File: config.mk
export PLATFORM = sky130hd
export DESIGN_NAME = channel_gate_trigger
export DESIGN_NICKNAME = d
export VERILOG_FILES = /design/src/core/channel_gate_trigger_pkg.sv /design/src/core/channel_gate_trigger.sv
export VERILOG_INCLUDE_DIRS = /design/src /design/src/core
export SDC_FILE = /design/constraint.sdc
export NUM_CORES = 1
export LEC_CHECK = 0
export ABC_AREA = 1
export BUFFER_PORTS_ARGS = -buffer_cell sky130_fd_sc_hd__buf_2
export CORE_MARGIN = 2
export CORE_UTILIZATION = 63
export DETAILED_ROUTE_END_ITERATION = 6
export HOLD_SLACK_MARGIN = 0.12
export PLACE_DENSITY = 0.81
export SYNTH_ARGS = -nofsm -noshare
export SYNTH_HDL_FRONTEND = slang
export SYNTH_SLANG_ARGS = --single-unit
File: constraint.sdc
create_clock -name clk -period 6.4 [get_ports clk]
set_input_delay 0.96 -clock clk [delete_from_list [all_inputs] [get_ports clk]]
set_output_delay 0.96 -clock clk [all_outputs]
set_load 0.01 [all_outputs]
File: src/core/channel_gate_trigger_regs.svh
// Register indices, field positions and mode codes of the gate trigger.
`ifndef CHANNEL_GATE_TRIGGER_REGS_SVH
`define CHANNEL_GATE_TRIGGER_REGS_SVH

`define IDX_OR_MASK        30'h0000_9E0C
`define IDX_MODE           30'h0000_9EA2
`define IDX_LEVEL          30'h0000_A4D8
`define IDX_SECOND_LEVEL   30'h0000_A53C
`define IDX_CONTROL        30'h0000_9F00
`define IDX_STATUS         30'h0000_9F01

`define MASK_CH0_BIT       0
`define CTRL_RUN_BIT       0
`define STAT_GATE_BIT      0
`define STAT_ARMED_BIT     1
`define STAT_RUN_BIT       2

`define MODE_RISING_EDGE   32'h0000_0001
`define MODE_FALLING_EDGE  32'h0000_0002
`define MODE_HIGH_LEVEL    32'h0000_0008
`define MODE_LOW_LEVEL     32'h0000_0010
`define MODE_REARM_FLAG    32'h0100_0000
`define MODE_REARM_NEG_ALT 32'h0010_0002

`define RESET_WORD         32'h0000_0000
`define HSIZE_WORD         3'h2

`endif

File: src/core/channel_gate_trigger_pkg.sv
// Types shared by the channel gate trigger.
package channel_gate_trigger_pkg;

  typedef logic [31:0] word_t;

  typedef enum logic [2:0] {
    ST_IDLE  = 3'b001,
    ST_FIRST = 3'b010,
    ST_RUN   = 3'b100
  } acq_t;

  typedef struct packed {
    word_t       or_mask;
    word_t       mode;
    word_t       lvl0;
    word_t       lvl1;
    logic        run;
    word_t       sh_mode;
    word_t       sh_lvl0;
    word_t       sh_lvl1;
    logic        sh_en;
    acq_t        acq;
    logic        prev_trig_hi;
    logic        prev_arm_hi;
    logic        gate;
    logic        armed;
    logic        wr_pend;
    logic [29:0] wr_idx;
    word_t       hrdata;
    logic        hreadyout;
    logic        hresp;
  } state_t;

endpackage : channel_gate_trigger_pkg

File: src/core/channel_gate_trigger.sv
// Channel gate trigger engine with its AHB-Lite register slave.
`timescale 1ns/1ps
`include "channel_gate_trigger_regs.svh"

// Operation
// - Channel affects gate only when mask bit set.
// - Every sample is evaluated while running.
// - Rising edge mode opens on upward crossing.
// - Rising edge mode closes on downward crossing.
// - Edge modes ignore level present at start.
// - High level mode: open while at/above level.
// - Level modes open at start if qualifying.
// - Falling edge: open down, close up crossing.
// - Low level mode: open while at/below level.
// - Re-arm rising arms on upward re-arm crossing.
// - Armed upward crossing opens gate, disarms unless re-arm also crosses up.
// - Re-arm rising closes on downward crossing.
// - Disarmed engine ignores opening trigger crossings.
// - Re-arm falling arms on downward re-arm crossing.
// - Armed downward crossing opens; upward closes.
module channel_gate_trigger #(
  parameter int DATA_W = 16
) (
  input  wire logic                          clk,
  input  wire logic                          rst_b,
  input  wire logic                          hsel,
  input  wire channel_gate_trigger_pkg::word_t haddr,
  input  wire logic [1:0]                    htrans,
  input  wire logic                          hwrite,
  input  wire logic [2:0]                    hsize,
  input  wire channel_gate_trigger_pkg::word_t hwdata,
  input  wire logic                          hready,
  output channel_gate_trigger_pkg::word_t    hrdata,
  output logic                               hreadyout,
  output logic                               hresp,
  input  wire logic [DATA_W-1:0]             sample,
  input  wire logic                          sample_valid,
  output logic                               gate,
  output logic                               armed
);
  import channel_gate_trigger_pkg::*;

  if (DATA_W < 2 || DATA_W > 32) begin : g_bad_width
    $error("DATA_W must lie between 2 and 32.");
  end

  state_t q;
  state_t d;

  // Reset leaves the engine idle with every register cleared.
  localparam state_t RESET_STATE = '{acq: ST_IDLE, default: '0};

  logic acc;
  logic trig_hi;
  logic trig_le;
  logic arm_hi;
  logic up_trig;
  logic dn_trig;
  logic up_arm;
  logic dn_arm;
  logic m_pos;
  logic m_neg;
  logic m_high;
  logic m_low;
  logic m_rpos;
  logic m_rneg;
  logic running;

  // Builds the read answer for one register index.
  function automatic word_t read_word(input state_t s,
                                      input logic [29:0] idx);
    word_t w;
    w = `RESET_WORD;
    case (idx)
      `IDX_OR_MASK:      w = s.or_mask;
      `IDX_MODE:         w = s.mode;
      `IDX_LEVEL:        w = s.lvl0;
      `IDX_SECOND_LEVEL: w = s.lvl1;
      `IDX_CONTROL:      w[`CTRL_RUN_BIT] = s.run;
      `IDX_STATUS: begin
        w[`STAT_GATE_BIT]  = s.gate;
        w[`STAT_ARMED_BIT] = s.armed;
        w[`STAT_RUN_BIT]   = (s.acq != ST_IDLE);
      end
      default: w = `RESET_WORD;
    endcase
    return w;
  endfunction : read_word

  assign acc = hsel && htrans[1] && hready && (hsize == `HSIZE_WORD);

  // Sample relations to the latched levels.
  assign trig_hi = $signed(sample) >= $signed(q.sh_lvl0[DATA_W-1:0]);
  assign trig_le = $signed(sample) <= $signed(q.sh_lvl0[DATA_W-1:0]);
  assign arm_hi  = $signed(sample) >= $signed(q.sh_lvl1[DATA_W-1:0]);

  // Crossings against the registered relation of the previous sample.
  assign up_trig = !q.prev_trig_hi && trig_hi;
  assign dn_trig = q.prev_trig_hi && !trig_hi;
  assign up_arm  = !q.prev_arm_hi && arm_hi;
  assign dn_arm  = q.prev_arm_hi && !arm_hi;

  // Decoding of the latched mode code.
  assign m_pos  = (q.sh_mode == `MODE_RISING_EDGE);
  assign m_neg  = (q.sh_mode == `MODE_FALLING_EDGE);
  assign m_high = (q.sh_mode == `MODE_HIGH_LEVEL);
  assign m_low  = (q.sh_mode == `MODE_LOW_LEVEL);
  assign m_rpos = (q.sh_mode == (`MODE_REARM_FLAG | `MODE_RISING_EDGE));
  assign m_rneg = (q.sh_mode == (`MODE_REARM_FLAG | `MODE_FALLING_EDGE))
               || (q.sh_mode == `MODE_REARM_NEG_ALT);
  assign running = (q.acq == ST_RUN);

  always_comb begin
    d = q;
    d.hreadyout = 1'b1;
    d.hresp = 1'b0;
    if (q.wr_pend) begin
      case (q.wr_idx)
        `IDX_OR_MASK:      d.or_mask = hwdata;
        `IDX_MODE:         d.mode = hwdata;
        `IDX_LEVEL:        d.lvl0 = hwdata;
        `IDX_SECOND_LEVEL: d.lvl1 = hwdata;
        `IDX_CONTROL:      d.run = hwdata[`CTRL_RUN_BIT];
        default:           d.run = q.run;
      endcase
    end
    d.wr_pend = acc && hwrite;
    d.wr_idx = haddr[31:2];
    case (q.acq)
      ST_IDLE: begin
        d.gate = 1'b0;
        d.armed = 1'b0;
        if (q.run) begin
          d.sh_mode = q.mode;
          d.sh_lvl0 = q.lvl0;
          d.sh_lvl1 = q.lvl1;
          d.sh_en = q.or_mask[`MASK_CH0_BIT];
          d.acq = ST_FIRST;
        end
      end
      ST_FIRST: begin
        if (sample_valid) begin
          d.prev_trig_hi = trig_hi;
          d.prev_arm_hi = arm_hi;
          if (m_high) begin
            d.gate = trig_hi;
          end else if (m_low) begin
            d.gate = trig_le;
          end else begin
            d.gate = 1'b0;
          end
          d.acq = ST_RUN;
        end
      end
      ST_RUN: begin
        if (sample_valid) begin
          d.prev_trig_hi = trig_hi;
          d.prev_arm_hi = arm_hi;
          if (m_high) begin
            d.gate = trig_hi;
          end else if (m_low) begin
            d.gate = trig_le;
          end else if (m_pos) begin
            if (up_trig) begin
              d.gate = 1'b1;
            end else if (dn_trig) begin
              d.gate = 1'b0;
            end
          end else if (m_neg) begin
            if (dn_trig) begin
              d.gate = 1'b1;
            end else if (up_trig) begin
              d.gate = 1'b0;
            end
          end else if (m_rpos) begin
            if (q.armed && up_trig) begin
              d.gate = 1'b1;
            end else if (dn_trig) begin
              d.gate = 1'b0;
            end
            d.armed = (q.armed && !up_trig) || up_arm;
          end else if (m_rneg) begin
            if (q.armed && dn_trig) begin
              d.gate = 1'b1;
            end else if (up_trig) begin
              d.gate = 1'b0;
            end
            d.armed = (q.armed && !dn_trig) || dn_arm;
          end else begin
            d.gate = 1'b0;
          end
        end
      end
      default: begin
        d.acq = ST_IDLE;
      end
    endcase
    if (!q.sh_en) begin
      d.gate = 1'b0;
    end
    if (!q.run) begin
      d.acq = ST_IDLE;
      d.gate = 1'b0;
      d.armed = 1'b0;
    end
    if (acc && !hwrite) begin
      d.hrdata = read_word(d, haddr[31:2]);
    end else begin
      d.hrdata = `RESET_WORD;
    end
  end

  always_ff @(posedge clk) begin
    if (!rst_b) begin
      q <= RESET_STATE;
    end else begin
      q <= d;
    end
  end

  assign hrdata    = q.hrdata;
  assign hreadyout = q.hreadyout;
  assign hresp     = q.hresp;
  assign gate      = q.gate;
  assign armed     = q.armed;
endmodule : channel_gate_trigger

# Word-level counts from Yosys, hierarchy flattened
# Cells that the tools add are included.
# word_totals
regBits	266
in_bits	91
out_inout_bits	36
elab_cells	113
# classes
order_cmp	3
n_eq_ne	25
n_mux	39
n_reduce_logical	27
# ops
cell	count
$eq A30 B16 Y1 const B	11
$mux W129	1
$mux W32	4
$pmux W29 S4	1
$eq A32 B25 Y1 const B	2
$eq A32 B1 Y1 const B	1
$eq A32 B2 Y1 const B	1
$eq A32 B21 Y1 const B	1
$eq A32 B4 Y1 const B	1
$eq A32 B5 Y1 const B	1
$ge A16 B16 Y1	2
$mux W1	20
$le A16 B16 Y1	1
$logic_and A1 B1 Y1	13
$pmux W2 S5	1
$pmux W3 S3	1
$logic_not A1 Y1	7
$eq A3 B2 Y1 const B	2
$mux W2	3
$mux W3	2
$mux W6	1
$pmux W1 S6	1
$mux W4	1
$ne A2 B2 Y1 const B	2
other kinds (10)	13

# Longest topological paths before layout
# logic_depth
word_depth	17
ltp_mapped	24
depth_no_buf	24

# Worst setup path after synthesis
# No wires, ideal clock.
# synth_timing
kind	input -> register
from	input sample[15]
to	register q (netlist bit hrdata[0])
setup_time_ns	0.070
arrival_ns	2.598
t_required_ns	6.330
path_slack_ns	3.733
cell_stages	18
path_buffers	0
path_cell_list	ha_1 -> a21oi_1 -> o21ai_0 -> a21oi_1 -> nand2_1 -> nand2_1 -> nand3_1 -> nand2_1 -> nand2_1 -> nand2_1 -> nand2_1 -> nand2_1 -> nand2_1 -> nand2_1 -> nand2_1 -> nand2_1 -> nand3_1 -> a21oi_1
# synth_via
elab_chain_cells	16
elab_cells_between_ends	27
cone_classes	2 x order compare; 20 x mux; 5 x reduce/logical
# synth_rtl
item	line_no	rtl
start: declaration	channel_gate_trigger.sv:36	input wire logic [DATA_W-1:0] sample,
$ge A16 B16 Y1	channel_gate_trigger.sv:93	assign trig_hi = $signed(sample) >= $signed(q.sh_lvl0[DATA_W-1:0]);
$logic_not A1 Y1	channel_gate_trigger.sv:99	assign dn_trig = q.prev_trig_hi && !trig_hi;
$logic_and A1 B1 Y1	channel_gate_trigger.sv:99	
$logic_and A1 B1 Y1	channel_gate_trigger.sv:183	if (q.armed && dn_trig) begin
$mux W1	channel_gate_trigger.sv:183	
$mux W1	channel_gate_trigger.sv:182	end else if (m_rneg) begin
$mux W2	channel_gate_trigger.sv:175	end else if (m_rpos) begin
$mux W1	channel_gate_trigger.sv:169	end else if (m_neg) begin
$mux W1	channel_gate_trigger.sv:163	end else if (m_pos) begin
$mux W1	channel_gate_trigger.sv:161	end else if (m_low) begin
$mux W1	channel_gate_trigger.sv:159	if (m_high) begin
$mux W4	channel_gate_trigger.sv:156	if (sample_valid) begin
$pmux W1 S3 *	channel_gate_trigger.sv:129	case (q.acq)
$mux W1 *	channel_gate_trigger.sv:198	if (!q.sh_en) begin
$mux W2 *	channel_gate_trigger.sv:201	if (!q.run) begin
$pmux W1 S6 *	channel_gate_trigger.sv:74	case (idx)
end signal: assignment	channel_gate_trigger.sv:215	q <= RESET_STATE;
end signal: assignment	channel_gate_trigger.sv:217	q <= d;
end: declaration	channel_gate_trigger.sv:47	state_t q;
# Every way passes the cells marked *; elsewhere a longest branch is shown, timed or not. The select of a mux whose other input is x is not followed.
# A chain may end at the register's enable or synchronous reset.

# Worst setup path after layout
# layout_timing
from	input rst_b
to	register q[263] in the netlist's numbering
# layout_rtl
item	line_no	rtl
start: declaration	channel_gate_trigger.sv:25	input wire logic rst_b,
# No word-level cell between the ends.

==> results.tsv <==
stage	metric	value	unit
hold_path	worst hold path class	reg -> reg	
logic_synthesis	post-synth net total	1664	
run_status	result of the run	finished clean	
timing	max frequency	0.347	GHz
detailed_routing	drt total wl	27300	um
timing	fin. max-slew vios	0	
placed_design	estimated wirelength of the detail-placed design	16800	um
clock_tree	Post CTS Setup Buffer Count	0	
power_and_ir_drop	Switching Share	22.0	%
logic_synthesis	share of the synthesized area in the top cell type	46.4	%
logic_synthesis	main combinational cell family by area after synthesis	simple AND/OR/NAND/NOR gates	
floorplan	width of the die	139	um
detailed_routing	average detailed-routed wire length per instance	14.8	um
floorplan	Placeable Area	17900	um2
power_and_ir_drop	clock group share of total power	45.4	%
floorplan	Initial Utilization	63.8	%
logic_synthesis	fraction of the mapped netlist area in compound gates	14.4	%
job	Maximum Capacitance Violations	0	
critical_path	CP bufs+invs	3	
logic_synthesis	cell taking the most area after synthesis	dfxtp_1	
clock_tree	CTS max path bufs	3	
power_and_ir_drop	NetSw	723	uW
placed_design	number of buffers inserted by port buffering	122	
critical_path	required arrival time at the worst endpoint	6.86	ns
global_route	Remaining Overflow, GRT	0	
timing	post-route clock period utilization	45.1	%
clock_tree	clock buffer count from CTS	27	
critical_path	startpoint type of the worst setup path	input pin	
critical_path	sort of element at the end of the critical path	register	
clock_tree	CTS Sinks	265	
timing	slew margin rel.	30.1	%
power_and_ir_drop	combinational group share of total power	4.0	%
placed_design	final weighted congestion in routability-driven placement	0.944	
logic_synthesis	multiplexer share of the synthesized area	2.28	%
detailed_routing	detailed-route vias per instance	5.50	
cells_and_area	filler cell count	1458	
logic_synthesis	share of synthesized cell area in and, or, nand and nor gates	22.2	%
power_and_ir_drop	leakage component of the power	0.00577	uW
power_and_ir_drop	worst vdd ir	0.248	mV
floorplan	floorplan die area	19200	um2
detailed_routing	residual antenna-violating net count after detailed routing	0	
critical_path	slowest cell delay on critical path	0.94	ns
critical_path	slowest library cell on the worst path	clkinv_2	
critical_path	cell type group with the largest total delay on the critical path	buffers and inverters	
floorplan	number of placed I/O pins	127	
detailed_routing	DRT Pass-1 Iters	7	
logic_synthesis	number of distinct library cells after synthesis	40	
global_route	antenna violations before repair	1	
cells_and_area	Layout area overhead	10.9	%
power_and_ir_drop	relative contribution of sequential cells to total power	50.6	%
logic_synthesis	Mapped Avg Cell Area	7.42	um2
global_route	first-pass GRT wire length	45300	um
logic_synthesis	Post-Syn Area	11400	um2
clock_tree	clock latency on the worst-skew pair	0.54	ns
timing	number of endpoints with negative hold slack in the final report	0	
clock_tree	clock root cell	clkbuf_16	
critical_path	type of the worst setup path	in -> reg	
logic_synthesis	sequential cell area fraction in the yosys report	46.4	%
global_route	maximum number of pins on one net before global-route repair	71	
clock_tree	post-CTS resize count	0	
floorplan	die span in y	139	um
cells_and_area	layout cell share with drive strength beyond 1	11.8	%
clock_tree	TritonCTS clock tree	done	
clock_tree	Post-CTS Hold Fix Bufs	0	
detailed_routing	DRC errors left	0	
critical_path	arrival time at the worst endpoint	3.35	ns
global_route	total global-route track usage	27.9	%
logic_synthesis	leading post-synthesis cells by cell area	dfxtp_1, nor2_1, nand2_1	
timing	number of setup violations in the final report	0	
clock_tree	H-tree level count	1	
cells_and_area	area of combinational cells with multiple inputs	4860	um2
timing	setup repair after global routing missed its margin	false	
detailed_routing	iteration-0 DRC count of the detailed router	712	
timing	setup TNS	0	ns
logic_synthesis	register bit count reported by yosys	265	
global_route	via count of the first global-routing pass	9628	
timing	Post-Route Skew	0.00878	ns
cells_and_area	total non-filler cell area in the finished layout	12700	um2
placed_design	Placement Cell Area	11800	um2
floorplan	number of placement rows	49	
logic_synthesis	share of synthesized cell area in full adder, half adder and majority cells	3.50	%
cells_and_area	number of nets at the end of the flow	1719	
timing	shortest clock period the worst path allows after layout	2.88	ns
detailed_routing	routed via count	10100	
power_and_ir_drop	internal power summed over all cells	2560	uW
critical_path	Critical Path, Cell by Cell	buf_2 -> clkinv_2 -> buf_4 -> nor2_1	
critical_path	biggest fanout along the worst timing path	70	
timing	Worst Tran Pin Value	1.05	ns
logic_synthesis	Synth Warn #	0	
logic_synthesis	Cells after Synth	1541	
logic_synthesis	XOR/XNOR share of the synthesized area	0	%
timing	Fin Hold WS	0.455	ns
clock_tree	clock-pin slew on the worst setup and hold paths	0.06	ns
cells_and_area	Sequential cell area	5310	um2
power_and_ir_drop	power density over cell area	259	nW/um2
-- sequential cells by signal, summed over array words and instances, names as in the netlist --
| signal | cells |
|---|---|
| gate | 1 |
| armed | 1 |
| hreadyout | 1 |
| hrdata | 32 |
| q | 230 |
-- power groups by stage --
stage / sequential (uW) / combinational, uW / clock [uW]
2_1_floorplan: 1700 / 73.1 / 0
3_3_place_gp: 1700 / 126 / 0
3_5_place_dp: 1700 / 129 / 0
4_1_cts: 1660 / 130 / 1510
5_1_grt: 1660 / 148 / 1580
6_report: 1660 / 131 / 1490
-- worst min-delay path, cell delays in order, from the launching register on --
cell	delay (ns)
dfxtp_1	0.30
inv_1	0.06
a21oi_1	0.05
-- kinds of logic (layout without fill, tap and decap cells) --
logic type | after synthesis | after routing
AOI/OAI and AO/OA | 310 | 310
adders and majority gates | 32 | 32
buffers and inverters | 290 | 362
DFF | 265 | 265
muxes | 26 | 26
other | 1 | 2
and+or+nand+nor | 617 | 617
-- cells in the final DEF (no fill, tap or decap), types with 2 or more instances in the layout --
cell       instances
o22ai_1           61
inv_1            177
buf_4             12
or2_2              4
clkbuf_1           5
a21o_1             3
mux2i_1           26
a21oi_1           64
nand3_1           38
nor2_4             3
ha_1              32
clkbuf_8           4
nor3_1            20
nand2_1          215
inv_2              2
clkbuf_16         27
nor4_1            14
nor3b_1            2
or2_1              3
a31oi_1            2
o21ai_0          145
o21ai_1           31
dfxtp_1          265
clkinv_2           8
nand4_1           14
buf_2            122
nor2_1           296
inv_6              2
-- cell usage after synthesis --
cell,number
or2_2,4
ha_1,32
o21ai_0,145
nand2_2,1
o21ai_1,31
nand3_1,39
nor2_4,2
nor3_1,20
o211ai_1,1
a21oi_1,64
conb_1,1
clkbuf_1,51
dfxtp_1,265
nand4_1,14
clkbuf_2,2
or2_1,3
mux2i_1,26
buf_6,3
a31oi_1,2
nand4_2,1
o22ai_1,61
nor3b_1,2
a2111oi_0,1
nand2_1,215
inv_1,177
nand3b_1,1
clkinv_1,1
a21o_1,3
clkinv_2,1
inv_2,3
a211oi_1,1
nor3_2,1
nor4_2,1
and3_1,1
o221ai_1,1
buf_2,15
buf_4,37
nor4_1,14
or2_0,1
nor2_1,297
-- worst paths after layout --
kind / slack [ns] / depth (start not counted) / endpoint / startpoint
worst max-delay path: 3.52 / 4 / q[263]$_SDFF_PN0_ / rst_b
worst min-delay path: 0.46 / 2 / q[111]$_SDFFE_PN0P_ / q[208]$_SDFF_PN0_
worst max register to register: 3.64 / 12 / hrdata[29]$_SDFF_PN0_ / q[63]$_SDFF_PN0_
worst min register to register: 0.46 / 2 / q[111]$_SDFFE_PN0P_ / q[208]$_SDFF_PN0_
-- layout make-up --
class	count	share of cell area [%]
clock buffer	36	5.91
antenna	1	0.0197
inverter	182	5.41
timing repair buffer	134	5.53
sequential	265	41.8
clock inverter	10	0.671
multi-input combinational	986	38.4
tap	229	2.26
-- per-stage QoR --
stage                     util, %  instances  setup WS [ns]  power (uW)
after floorplan                 -       1541           3.73        1770
after global placement       66.1       1796           3.05        1830
after detailed placement     66.1       1796           2.99        1830
after CTS                    70.8       1842           3.54        3310
after global routing         70.8       1843           3.32        3400
final                        70.8       1843           3.52        3290
-- layer usage --
layer / track usage, % / share of wire, %
met4: 11.7 / 2.9
met3: 3.90 / 6.3
met5: 0 / 0
met1: 36.8 / 44
met2: 46.5 / 46
(Power assumes the default switching activity.)
